--- src/inc/gio_pkg.sv ---
// package: register map, field positions, reset values and carriers of the io port
package gio_pkg;

   // bus geometry
   localparam int ADDR_W = 8;
   localparam int DATA_W = 32;

   // register byte offsets
   localparam logic [ADDR_W-1:0] OFS_CLK_ENABLE  = 8'h50;
   localparam logic [ADDR_W-1:0] OFS_CLK_DISABLE = 8'h54;
   localparam logic [ADDR_W-1:0] OFS_CLK_STATUS  = 8'h58;
   localparam logic [ADDR_W-1:0] OFS_CONTROL     = 8'h60;
   localparam logic [ADDR_W-1:0] OFS_MODE        = 8'h64;
   localparam logic [ADDR_W-1:0] OFS_STATUS      = 8'h70;
   localparam logic [ADDR_W-1:0] OFS_IRQ_ENABLE  = 8'h74;
   localparam logic [ADDR_W-1:0] OFS_IRQ_DISABLE = 8'h78;
   localparam logic [ADDR_W-1:0] OFS_IRQ_MASK    = 8'h7C;

   // field positions
   localparam int BIT_SOFT_RESET  = 0;
   localparam int BIT_PORT_CLK    = 0;
   localparam int BIT_CLK_OUT_SEL = 31;
   localparam int BIT_WAIT_SEL    = 30;
   localparam int PIN_CLK_OUT     = 31;
   localparam int PIN_WAIT        = 30;

   // reset values and writable bits
   localparam logic [DATA_W-1:0] MODE_RESET    = 32'h0000_0000;
   localparam logic [DATA_W-1:0] MODE_WRITABLE = 32'hC000_0000;
   localparam logic [DATA_W-1:0] STATUS_RESET  = 32'h0000_0000;
   localparam logic [DATA_W-1:0] MASK_RESET    = 32'h0000_0000;
   localparam logic [DATA_W-1:0] READ_ZERO     = 32'h0000_0000;
   localparam logic              CLK_EN_RESET  = 1'b1;

   // register port request
   typedef struct packed {
      logic [ADDR_W-1:0] addr;
      logic [DATA_W-1:0] wrData;
      logic              wrStb;
      logic              rdStb;
   } gio_bus_req_t;

   // pad mux controls for pins 31 and 30
   typedef struct packed {
      logic clkSel;
      logic pinOe_n;
      logic busWait_n;
   } gio_pin_mux_t;

endpackage

--- src/core/gio_edge_detect.sv ---
// per-pin input synchroniser and change detector of the io port
`timescale 1ns/1ps
`default_nettype none

module gio_edge_detect #(
   parameter int NUM_PINS = 32
) (
   // clock and resets
   input  wire logic                clock,
   input  wire logic                reset_n,
   input  wire logic                clear,
   // port clock gate
   input  wire logic                enable,
   // pins
   input  wire logic [NUM_PINS-1:0] pinIn,
   // synchronised levels and change pulses
   output logic      [NUM_PINS-1:0] pinLevel,
   output logic      [NUM_PINS-1:0] pinChange
);

   logic [NUM_PINS-1:0] meta_r;
   logic [NUM_PINS-1:0] level_r;
   logic [NUM_PINS-1:0] prev_r;
   logic                primed_r;
   logic                primed_nxt;

   // first stage feeds only the second stage
   always_comb
   begin
      primed_nxt = clear ? 1'b0 : 1'b1;
   end

   // synchroniser and previous level run through reset, so a level held over reset is no change
   always_ff @(posedge clock)
   begin
      meta_r  <= pinIn;
      level_r <= meta_r;
      prev_r  <= level_r;
   end

   // priming flag masks change pulses until the first cycle after reset
   always_ff @(posedge clock)
   begin
      if (!reset_n)
         primed_r <= 1'b0;
      else
         primed_r <= primed_nxt;
   end

   // one change pulse per pin, either edge, only once primed and clocked
   genvar i;
   generate
      for (i = 0; i < NUM_PINS; i++)
      begin : g_pin
         assign pinChange[i] = primed_r & enable & (level_r[i] ^ prev_r[i]);
      end
   endgenerate

   assign pinLevel = level_r;

endmodule

`default_nettype wire

--- src/core/gio_port_ctrl.sv ---
// io port control: soft reset, pin 31/30 muxing, change flags, change mask, clock status
`timescale 1ns/1ps
`default_nettype none

module gio_port_ctrl #(
   parameter int NUM_PINS = 32
) (
   // clock and reset
   input  wire logic                    clock,
   input  wire logic                    reset_n,
   // register port
   input  wire gio_pkg::gio_bus_req_t   busReq,
   output logic [gio_pkg::DATA_W-1:0]   rdData,
   // pins
   input  wire logic [NUM_PINS-1:0]     pinIn,
   output gio_pkg::gio_pin_mux_t        pinMux,
   // port clock state
   output logic                         portClkOn
);

   // register state
   logic [gio_pkg::DATA_W-1:0] modeReg_r;
   logic [gio_pkg::DATA_W-1:0] modeReg_nxt;
   logic [NUM_PINS-1:0]        status_r;
   logic [NUM_PINS-1:0]        status_nxt;
   logic [NUM_PINS-1:0]        mask_r;
   logic [NUM_PINS-1:0]        mask_nxt;
   logic                       clkEn_r;
   logic                       clkEn_nxt;
   logic [gio_pkg::DATA_W-1:0] rdData_r;
   logic [gio_pkg::DATA_W-1:0] rdData_nxt;
   gio_pkg::gio_pin_mux_t      pinMux_r;
   gio_pkg::gio_pin_mux_t      pinMux_nxt;

   // decoded strobes
   logic                       softRst;
   logic                       wrMode;
   logic                       wrIrqEn;
   logic                       wrIrqDis;
   logic                       wrClkEn;
   logic                       wrClkDis;
   logic                       rdStatus;

   // pin change detection
   logic [NUM_PINS-1:0]        pinLevel;
   logic [NUM_PINS-1:0]        pinChange;

   // write and read decode
   always_comb
   begin
      softRst  = busReq.wrStb && (busReq.addr == gio_pkg::OFS_CONTROL)
                 && busReq.wrData[gio_pkg::BIT_SOFT_RESET];
      wrMode   = busReq.wrStb && (busReq.addr == gio_pkg::OFS_MODE);
      wrIrqEn  = busReq.wrStb && (busReq.addr == gio_pkg::OFS_IRQ_ENABLE);
      wrIrqDis = busReq.wrStb && (busReq.addr == gio_pkg::OFS_IRQ_DISABLE);
      wrClkEn  = busReq.wrStb && (busReq.addr == gio_pkg::OFS_CLK_ENABLE);
      wrClkDis = busReq.wrStb && (busReq.addr == gio_pkg::OFS_CLK_DISABLE);
      rdStatus = busReq.rdStb && (busReq.addr == gio_pkg::OFS_STATUS);
   end

   // synchroniser and change detector, whose priming flag the soft reset clears
   gio_edge_detect #(
      .NUM_PINS (NUM_PINS)
   ) u_edge (
      .clock     (clock),
      .reset_n   (reset_n),
      .clear     (softRst),
      .enable    (clkEn_r),
      .pinIn     (pinIn),
      .pinLevel  (pinLevel),
      .pinChange (pinChange)
   );

   // next values of the port registers
   always_comb
   begin
      modeReg_nxt = modeReg_r;
      status_nxt  = status_r;
      mask_nxt    = mask_r;
      clkEn_nxt   = clkEn_r;
      // port clock gate survives the soft reset
      if (wrClkEn && busReq.wrData[gio_pkg::BIT_PORT_CLK])
         clkEn_nxt = 1'b1;
      if (wrClkDis && busReq.wrData[gio_pkg::BIT_PORT_CLK])
         clkEn_nxt = 1'b0;
      if (softRst)
      begin
         modeReg_nxt = gio_pkg::MODE_RESET;
         status_nxt  = gio_pkg::STATUS_RESET[NUM_PINS-1:0];
         mask_nxt    = gio_pkg::MASK_RESET[NUM_PINS-1:0];
      end
      else
      begin
         if (wrMode)
            modeReg_nxt = busReq.wrData & gio_pkg::MODE_WRITABLE;
         // a read clears what it returned; a change in the same cycle still sets
         if (rdStatus)
            status_nxt = '0;
         status_nxt = status_nxt | pinChange;
         if (wrIrqEn)
            mask_nxt = mask_nxt | busReq.wrData[NUM_PINS-1:0];
         if (wrIrqDis)
            mask_nxt = mask_nxt & ~busReq.wrData[NUM_PINS-1:0];
      end
   end

   // read data mux, valid only in the cycle after the read strobe
   always_comb
   begin
      rdData_nxt = gio_pkg::READ_ZERO;
      if (busReq.rdStb)
      begin
         unique case (busReq.addr)
            gio_pkg::OFS_MODE:
               rdData_nxt = modeReg_r;
            gio_pkg::OFS_STATUS:
               rdData_nxt[NUM_PINS-1:0] = status_r;
            gio_pkg::OFS_IRQ_MASK:
               rdData_nxt[NUM_PINS-1:0] = mask_r;
            gio_pkg::OFS_CLK_STATUS:
               rdData_nxt[gio_pkg::BIT_PORT_CLK] = clkEn_r;
            default:
               rdData_nxt = gio_pkg::READ_ZERO;
         endcase
      end
   end

   // pad mux controls follow the mode register in the same cycle
   always_comb
   begin
      pinMux_nxt.clkSel    = modeReg_nxt[gio_pkg::BIT_CLK_OUT_SEL];
      pinMux_nxt.pinOe_n   = ~modeReg_nxt[gio_pkg::BIT_CLK_OUT_SEL];
      pinMux_nxt.busWait_n = modeReg_nxt[gio_pkg::BIT_WAIT_SEL]
                             ? pinLevel[gio_pkg::PIN_WAIT] : 1'b1;
   end

   // register stage
   always_ff @(posedge clock)
   begin
      if (!reset_n)
      begin
         modeReg_r <= gio_pkg::MODE_RESET;
         status_r  <= gio_pkg::STATUS_RESET[NUM_PINS-1:0];
         mask_r    <= gio_pkg::MASK_RESET[NUM_PINS-1:0];
         clkEn_r   <= gio_pkg::CLK_EN_RESET;
         rdData_r  <= gio_pkg::READ_ZERO;
         pinMux_r  <= '{clkSel: 1'b0, pinOe_n: 1'b1, busWait_n: 1'b1};
      end
      else
      begin
         modeReg_r <= modeReg_nxt;
         status_r  <= status_nxt;
         mask_r    <= mask_nxt;
         clkEn_r   <= clkEn_nxt;
         rdData_r  <= rdData_nxt;
         pinMux_r  <= pinMux_nxt;
      end
   end

   // outputs straight from flip-flops
   assign rdData    = rdData_r;
   assign pinMux    = pinMux_r;
   assign portClkOn = clkEn_r;
endmodule

`default_nettype wire

--- config.mk ---
export PLATFORM = sky130hd
export DESIGN_NAME = gio_port_ctrl
export DESIGN_NICKNAME = d
export VERILOG_FILES = /design/src/inc/gio_pkg.sv /design/src/core/gio_edge_detect.sv /design/src/core/gio_port_ctrl.sv
export SDC_FILE = /design/constraint.sdc
export NUM_CORES = 1
export LEC_CHECK = 0
export ABC_AREA = 1
export BUFFER_PORTS_ARGS = -buffer_cell sky130_fd_sc_hd__clkbuf_2
export CORE_ASPECT_RATIO = 1.25
export CORE_MARGIN = 3
export CORE_UTILIZATION = 55
export CTS_CLUSTER_DIAMETER = 30
export DETAILED_ROUTE_END_ITERATION = 10
export GPL_TIMING_DRIVEN = 1
export PLACE_DENSITY_LB_ADDON = 0.15
export SYNTH_ARGS = -nofsm -noshare
export SYNTH_HDL_FRONTEND = slang
export SYNTH_SLANG_ARGS = --single-unit
--- constraint.sdc ---
create_clock -name clock -period 1.33 [get_ports clock]
set_clock_uncertainty 0.05 [all_clocks]
set_input_delay 0.1995 -clock clock [delete_from_list [all_inputs] [get_ports clock]]
set_output_delay 0.1995 -clock clock [all_outputs]
set_load 0.03 [all_outputs]
==> flow_summary.yaml, run 1 <==
outcome:
  run_status: "finished, final reports clean"
critical_path:
  crit_family: "flip-flops"
  worst-path-buf-inv: 1
  start_kind: "flip-flop"
  critPathMaxStageDelay_ns: 0.38
  endpoint_kind: "output pin"
  crit_type: "reg -> out"
  critPathArrivalTime_ns: 1.01
  r2r_slack_ns: 0.11
  critPathRequiredTime_ns: 1.08
  r2r_cells: 5
  r2r-end: "status_r[5]"
  crit_chain: "clkbuf_4"
  cp_max_fo: 4
  cp.depth: 1
  rr_startpoint: "portClkOn"
  cp_slowest_cell: "dfxtp_2"
cells_and_area:
  fillers: 797
  area_growth_pct: 32.5
  diodes: 0
  post-route-util_pct: 76.5
  drive_gt1_share_pct: 20.2
  layout.nets: 1049
floorplanning:
  die_area_um2: 13300
  initial_core_util_pct: 57.7
  ios: 112
  row_count: 43
  fp.dieW_um: 104
  die_h_um: 128
  coreArea_um2: 11400
sta:
  setup_violations: 0
  worst_pin_slew_ns: 0.494
  relSlewSlack_pct: 67.0
  fin_hold_ws_ns: 0.0157
  fin_tns_setup_ns: 0
  max_freq_ghz: 0.795
  period_share_pct: 94.6
  finalWorstSetupSlack_ns: 0.0714
  period_needed_ns: 1.26
  slew_viol_final: 0
  hold_viol: 0
  grt_setup_unrepaired: "yes"
power_and_ir_drop:
  p_total_uw: 12200
  p_per_area_nw_per_um2: 1410
  p_leak_uw: 0.00380
  vdd_ir_drop_max_uv: 1810
yosys:
  syn_inst: 789
  netlist_area_um2: 6560
  ys_seq_area_share_pct: 60.5
  ys_warn_count: 0
  synth_nets: 865
  syn_avg_cell_area_um2: 8.31
  synth_seq_cells: 198
  ys_types: 19
route:
  drc: 0
  post_drt_via_cell_ratio: 4.87
  drt_iter0_drc: 302
  firstDrtPassIters: 5
  ant_nets: 0
  num_vias: 5564
  wl_per_cell_um: 13.9
  wl_um: 15900
global_routing:
  grt_pass1_vias: 5599
  antenna_found_initial: 0
  overflow: 0
  grt.total_usage_pct: 24.8
  grt_max_degree: 36
  grt_pass1_wl_um: 26500
run:
  drv_cap: 0
place:
  port_buffers: 111
  gp_congestion: 0.842
  dp_hpwl_um: 10200
  pre_cts_ws_ns: -0.319
cts:
  cts_buffer_depth: 2
  clk_pin_slew_ns: 0.08
  cts_tree: "yes"
  cts_buffers: 17
  htreeDepth: 4
  cts.repair_timing.setup_buffer_count: 0
  root_buffer: "clkbuf_16"
  cts.sinks: 198
  insertion_delay_ns: 0.43
min_path:
  min-delay-start: "busReq[19]"
  whs_path_depth: 4
  min_path_type: "in -> reg"
cells by family after synthesis:
| family | after synthesis | share of synthesized area [%] |
|---|---|---|
| compound gates | 126 | 9.68 |
| buf+inv | 146 | 9.30 |
| flops | 198 | 60.5 |
| simple gates | 319 | 20.6 |
placed cells by master, fill, tap and decap left out, types with 2 or more instances in the layout:
| master | n |
|---|---|
| buf_12 | 10 |
| inv_12 | 5 |
| inv_1 | 108 |
| clkbuf_2 | 110 |
| inv_6 | 2 |
| dfxtp_1 | 197 |
| a21oi_1 | 64 |
| nand2_1 | 149 |
| nor2_4 | 4 |
| nand2_2 | 5 |
| clkbuf_16 | 17 |
| nand3_1 | 76 |
| nor2_1 | 78 |
| o21ai_1 | 3 |
| nor2_2 | 4 |
| buf_4 | 27 |
| inv_2 | 3 |
| dlygate4sd3_1 | 51 |
| nand4_1 | 2 |
| o21ai_0 | 58 |
| clkinv_8 | 5 |
worst max path at each step:
stage               start           end
6_report        portClkOn     portClkOn
5_1_grt        busReq[41]     flip-flop
4_1_cts         portClkOn   status_r[5]
3_5_place_dp   busReq[41]     pinMux[1]
3_3_place_gp   busReq[41]     pinMux[1]
2_1_floorplan   portClkOn  status_r[11]
area by class of cell:
class | count | area [um^2] | area share, %
Multi-Input combinational cell | 446 | 2000 | 23.1
Timing Repair Buffer | 199 | 1470 | 16.9
Tap cell | 157 | 196 | 2.26
Clock buffer | 17 | 425 | 4.90
Inverter | 111 | 417 | 4.80
Sequential cell | 198 | 3970 | 45.6
Clock inverter | 15 | 208 | 2.39
per-layer routing:
layer / vias to the layer above / track usage [%] / wire [um]
li1: 2828 / - / -
met3: 22 / 4.84 / 814
met4: 0 / 8.06 / 191
met1: 2536 / 32.2 / 7060
met2: 178 / 42.1 / 7820
met5: - / 0 / 0
per-stage QoR:
step | cell area, um^2 | std cells
4_1_cts | 8670 | 1142
6_report | 8690 | 1143
3_3_place_gp | 7530 | 1059
5_1_grt | 8690 | 1143
3_5_place_dp | 7530 | 1059
2_1_floorplan | 6560 | 789
cell usage after synthesis, drive strengths merged:
| library cell | number | area share (%) |
|---|---|---|
| nor2 | 85 | 5.3 |
| nand2 | 154 | 9.0 |
| buf | 29 | 2.6 |
| dfxtp | 198 | 60 |
| o21ai | 62 | 4.8 |
| a21oi | 64 | 4.9 |
| nor3 | 1 | 0.15 |
| nand4 | 2 | 0.19 |
| nor3b | 1 | 0.11 |
| clkbuf | 6 | 0.34 |
| nand3 | 76 | 5.8 |
| inv | 111 | 6.4 |
power breakdown:
part,switching [uW],total (uW),internal (uW)
registers,120,6280,6160
clock network,2660,5280,2630
logic,313,640,327
what timing repair did:
item	4_1_cts	5_1_grt
cloned	0	1
endpoints found under the hold margin	51	0
resized for setup	2	4
setup endpoints to repair	3	8
hold buffers	51	0
pin swaps	0	4
Power figures use the tool's default switching activity.
==> run 2: changes to the inputs <==
--- a/config.mk
+++ b/config.mk
@@ -5,7 +5,6 @@
 export SDC_FILE = /design/constraint.sdc
 export NUM_CORES = 1
 export LEC_CHECK = 0
-export ABC_AREA = 1
 export BUFFER_PORTS_ARGS = -buffer_cell sky130_fd_sc_hd__clkbuf_2
 export CORE_ASPECT_RATIO = 1.25
 export CORE_MARGIN = 3
==> run 2 against run 1 <==
The run now ends with negative setup slack left. Largest cell class unchanged. Highest routed layer unchanged. First-iteration DRC count increased by 2.0%. Worst hold slack improved by 0.0061 ns. Flip-flop and latch count unchanged. Critical path depth increased by 5. Wire length increased by 10%. Register-to-register slack improved by 0.08 ns.
==> flow_summary.yaml, run 2 <==
route:
  wl_met3_um: 1120
  wl_um: 17500
  firstDrtPassIters: 5
  num_vias: 5662
  met1_length_um: 6720
  topRoutingLayerUsed: "met4"
  post_drt_via_cell_ratio: 6.00
  ant_nets: 0
  met2RoutedLength_um: 9000
  drt_iter0_drc: 308
  drc: 0
  wl_per_cell_um: 18.5
global_routing:
  overflow: 0
  grt_pass1_wl_um: 26800
  antenna_found_initial: 0
  grt_pass1_vias: 5508
  grt.total_usage_pct: 26.5
  grt_max_degree: 35
cells_and_area:
  post-route-util_pct: 79.0
  layout.nets: 850
  final_common_cell: "dfxtp_1"
  diodes: 0
  final_cell_mix: "dfxtp_1, clkbuf_2, dlygate4sd3_1"
  drive_gt1_share_pct: 27.2
  area_growth_pct: 37.6
cts:
  root_buffer: "clkbuf_16"
  cts_buffer_depth: 2
  cts_buffers: 17
  cts.sinks: 198
  clk_pin_slew_ns: 0.07
  cts_tree: "yes"
  insertion_delay_ns: 0.43
  htreeDepth: 4
critical_path:
  cp_slowest_cell: "or3_1"
  crit_chain: "clkbuf_2 -> buf_4 -> or3_1 -> buf_12 -> o41ai_2 -> a21oi_1"
  r2r_slack_ns: 0.19
  cp_max_fo: 34
  r2r-end: "status_r[2]"
  r2r_cells: 4
  critPathArrivalTime_ns: 1.63
  crit_type: "in -> reg"
  endpoint_kind: "flip-flop"
  start_kind: "primary input"
  critPathRequiredTime_ns: 1.59
  critPathMaxStageDelay_ns: 0.42
  rr_startpoint: "portClkOn"
yosys:
  ys_seq_area_share_pct: 60.8
  synthTopCellsByArea: "dfxtp_1, a211oi_1, xor2_1"
  ys_warn_count: 0
  synth_nets: 670
  netlist.area_leader.share_pct: 60.8
  async_flop_share_pct: 0
  synth.most_common_cell: "dfxtp_1"
  ys_types: 34
  synthFlopType: "dfxtp_1"
  syn_avg_cell_area_um2: 11.0
  yosys.area.top_type: "dfxtp_1"
  synth_seq_cells: 198
  synth_edf_count: 0
  syn_inst: 594
  synthTopCellsByCount: "dfxtp_1, a211oi_1, clkbuf_1"
  netlist_area_um2: 6520
floorplanning:
  die_h_um: 128
  coreArea_um2: 11400
  die_area_um2: 13200
  ios: 112
  fp.dieW_um: 103
  row_count: 43
  initial_core_util_pct: 57.4
sta:
  setup_violations: 3
  worst_pin_slew_ns: 0.397
  relSlewSlack_pct: 73.3
  grt_setup_unrepaired: "yes"
  fin_hold_ws_ns: 0.0218
  period_share_pct: 103
  period_needed_ns: 1.37
  slew_viol_final: 0
  max_freq_ghz: 0.732
  hold_viol: 0
  finalWorstSetupSlack_ns: -0.0367
power_and_ir_drop:
  p_total_uw: 12600
  p_per_area_nw_per_um2: 1400
  vdd_ir_drop_max_uv: 1190
  p_leak_uw: 0.00345
place:
  port_buffers: 111
  gp_congestion: 0.895
  pre_cts_ws_ns: -0.523
  dp_hpwl_um: 11000
min_path:
  min-delay-start: "busReq[2]"
  whs_path_depth: 2
  min_path_type: "in -> reg"
outcome:
  run_status: "finished, violations left"
  violations: "negative setup slack"
run:
  drv_cap: 0
[run 2: changes by cell type in the layout (fill, tap and decap cells not counted), moves of 14 or more]
cell           delta
a21oi_1          -30
nand2_1         -116
a211oi_1         +63
nand4_1          +33
dlygate4sd3_1    +14
nand3_1          -45
o21ai_0          -57
o41ai_1          +19
nor2_1           -78
xor2_1           +33
a41oi_1          +32
inv_1           -105
[run 2: layout make-up]
type                       count  area, um^2
inverter                       3        11.3
timing repair buffer         227        1770
tap                          157         196
clock inverter                13         170
multi-input combinational    327        2410
sequential                   198        3960
clock buffer                  19         443
fill                         712        2390
[run 2: per-stage QoR]
step / area, um^2 / TNS (ns) / instances
floorplan: 6550 / -21.91 / 594
global placement: 7560 / -41.86 / 846
detailed placement: 7560 / -43.04 / 846
CTS: 8850 / 0 / 943
global route: 8960 / -0.373 / 944
finish: 8960 / -0.0555 / 944
[run 2: critical path, delay by kind of cell]
| family | cells | cell delay, ns |
|---|---|---|
| and+or+nand+nor | 1 | 0.42 |
| buffers and inverters | 3 | 0.45 |
| AOI/OAI and AO/OA | 2 | 0.54 |
[run 2: timing repair]
action                                  4_1_cts  5_1_grt
setup buffers                                 0        0
hold endpoints to repair                     65        0
pin swaps                                     1        0
cloned                                        0        1
hold buffers                                 65        0
gates resized for setup                       3       14
endpoints found under the setup margin       69       42
[run 2: how the worst max path moves through the flow]
| stage | cells after the start | endpoint | start | slack, ns |
|---|---|---|---|---|
| finish | 6 | status_r[7] | busReq[37] | -0.04 |
| global route | 6 | status_r[7] | busReq[37] | -0.05 |
| CTS | 6 | status_r[8] | busReq[37] | 0.004 |
| detailed placement | 5 | flip-flop | busReq[37] | -0.52 |
| global placement | 5 | flip-flop | busReq[37] | -0.51 |
| floorplan | 5 | status_r[12] | busReq[37] | -0.40 |
[run 2: kinds of logic (layout without fill, tap and decap cells)]
logic type / after synthesis / in the layout / share of synthesized area [%]
DFF: 198 / 198 / 60.8
AOI/OAI and AO/OA: 172 / 172 / 20.0
and+or+nand+nor: 122 / 122 / 10.4
buffers and inverters: 69 / 262 / 4.36
xor gates and xnor gates: 33 / 33 / 4.43
[run 2: metal layers]
metal,vias to the layer above,track usage (%)
met5,-,0
met1,2687,30.8
met3,56,6.26
li1,2612,-
met4,0,13.6
met2,307,44.6
[run 2: power by group]
group	internal, uW	total, uW	switching (uW)
combinational	502	1010	510
clock	3040	5270	2230
sequential	6170	6290	122
total	9720	12600	2860
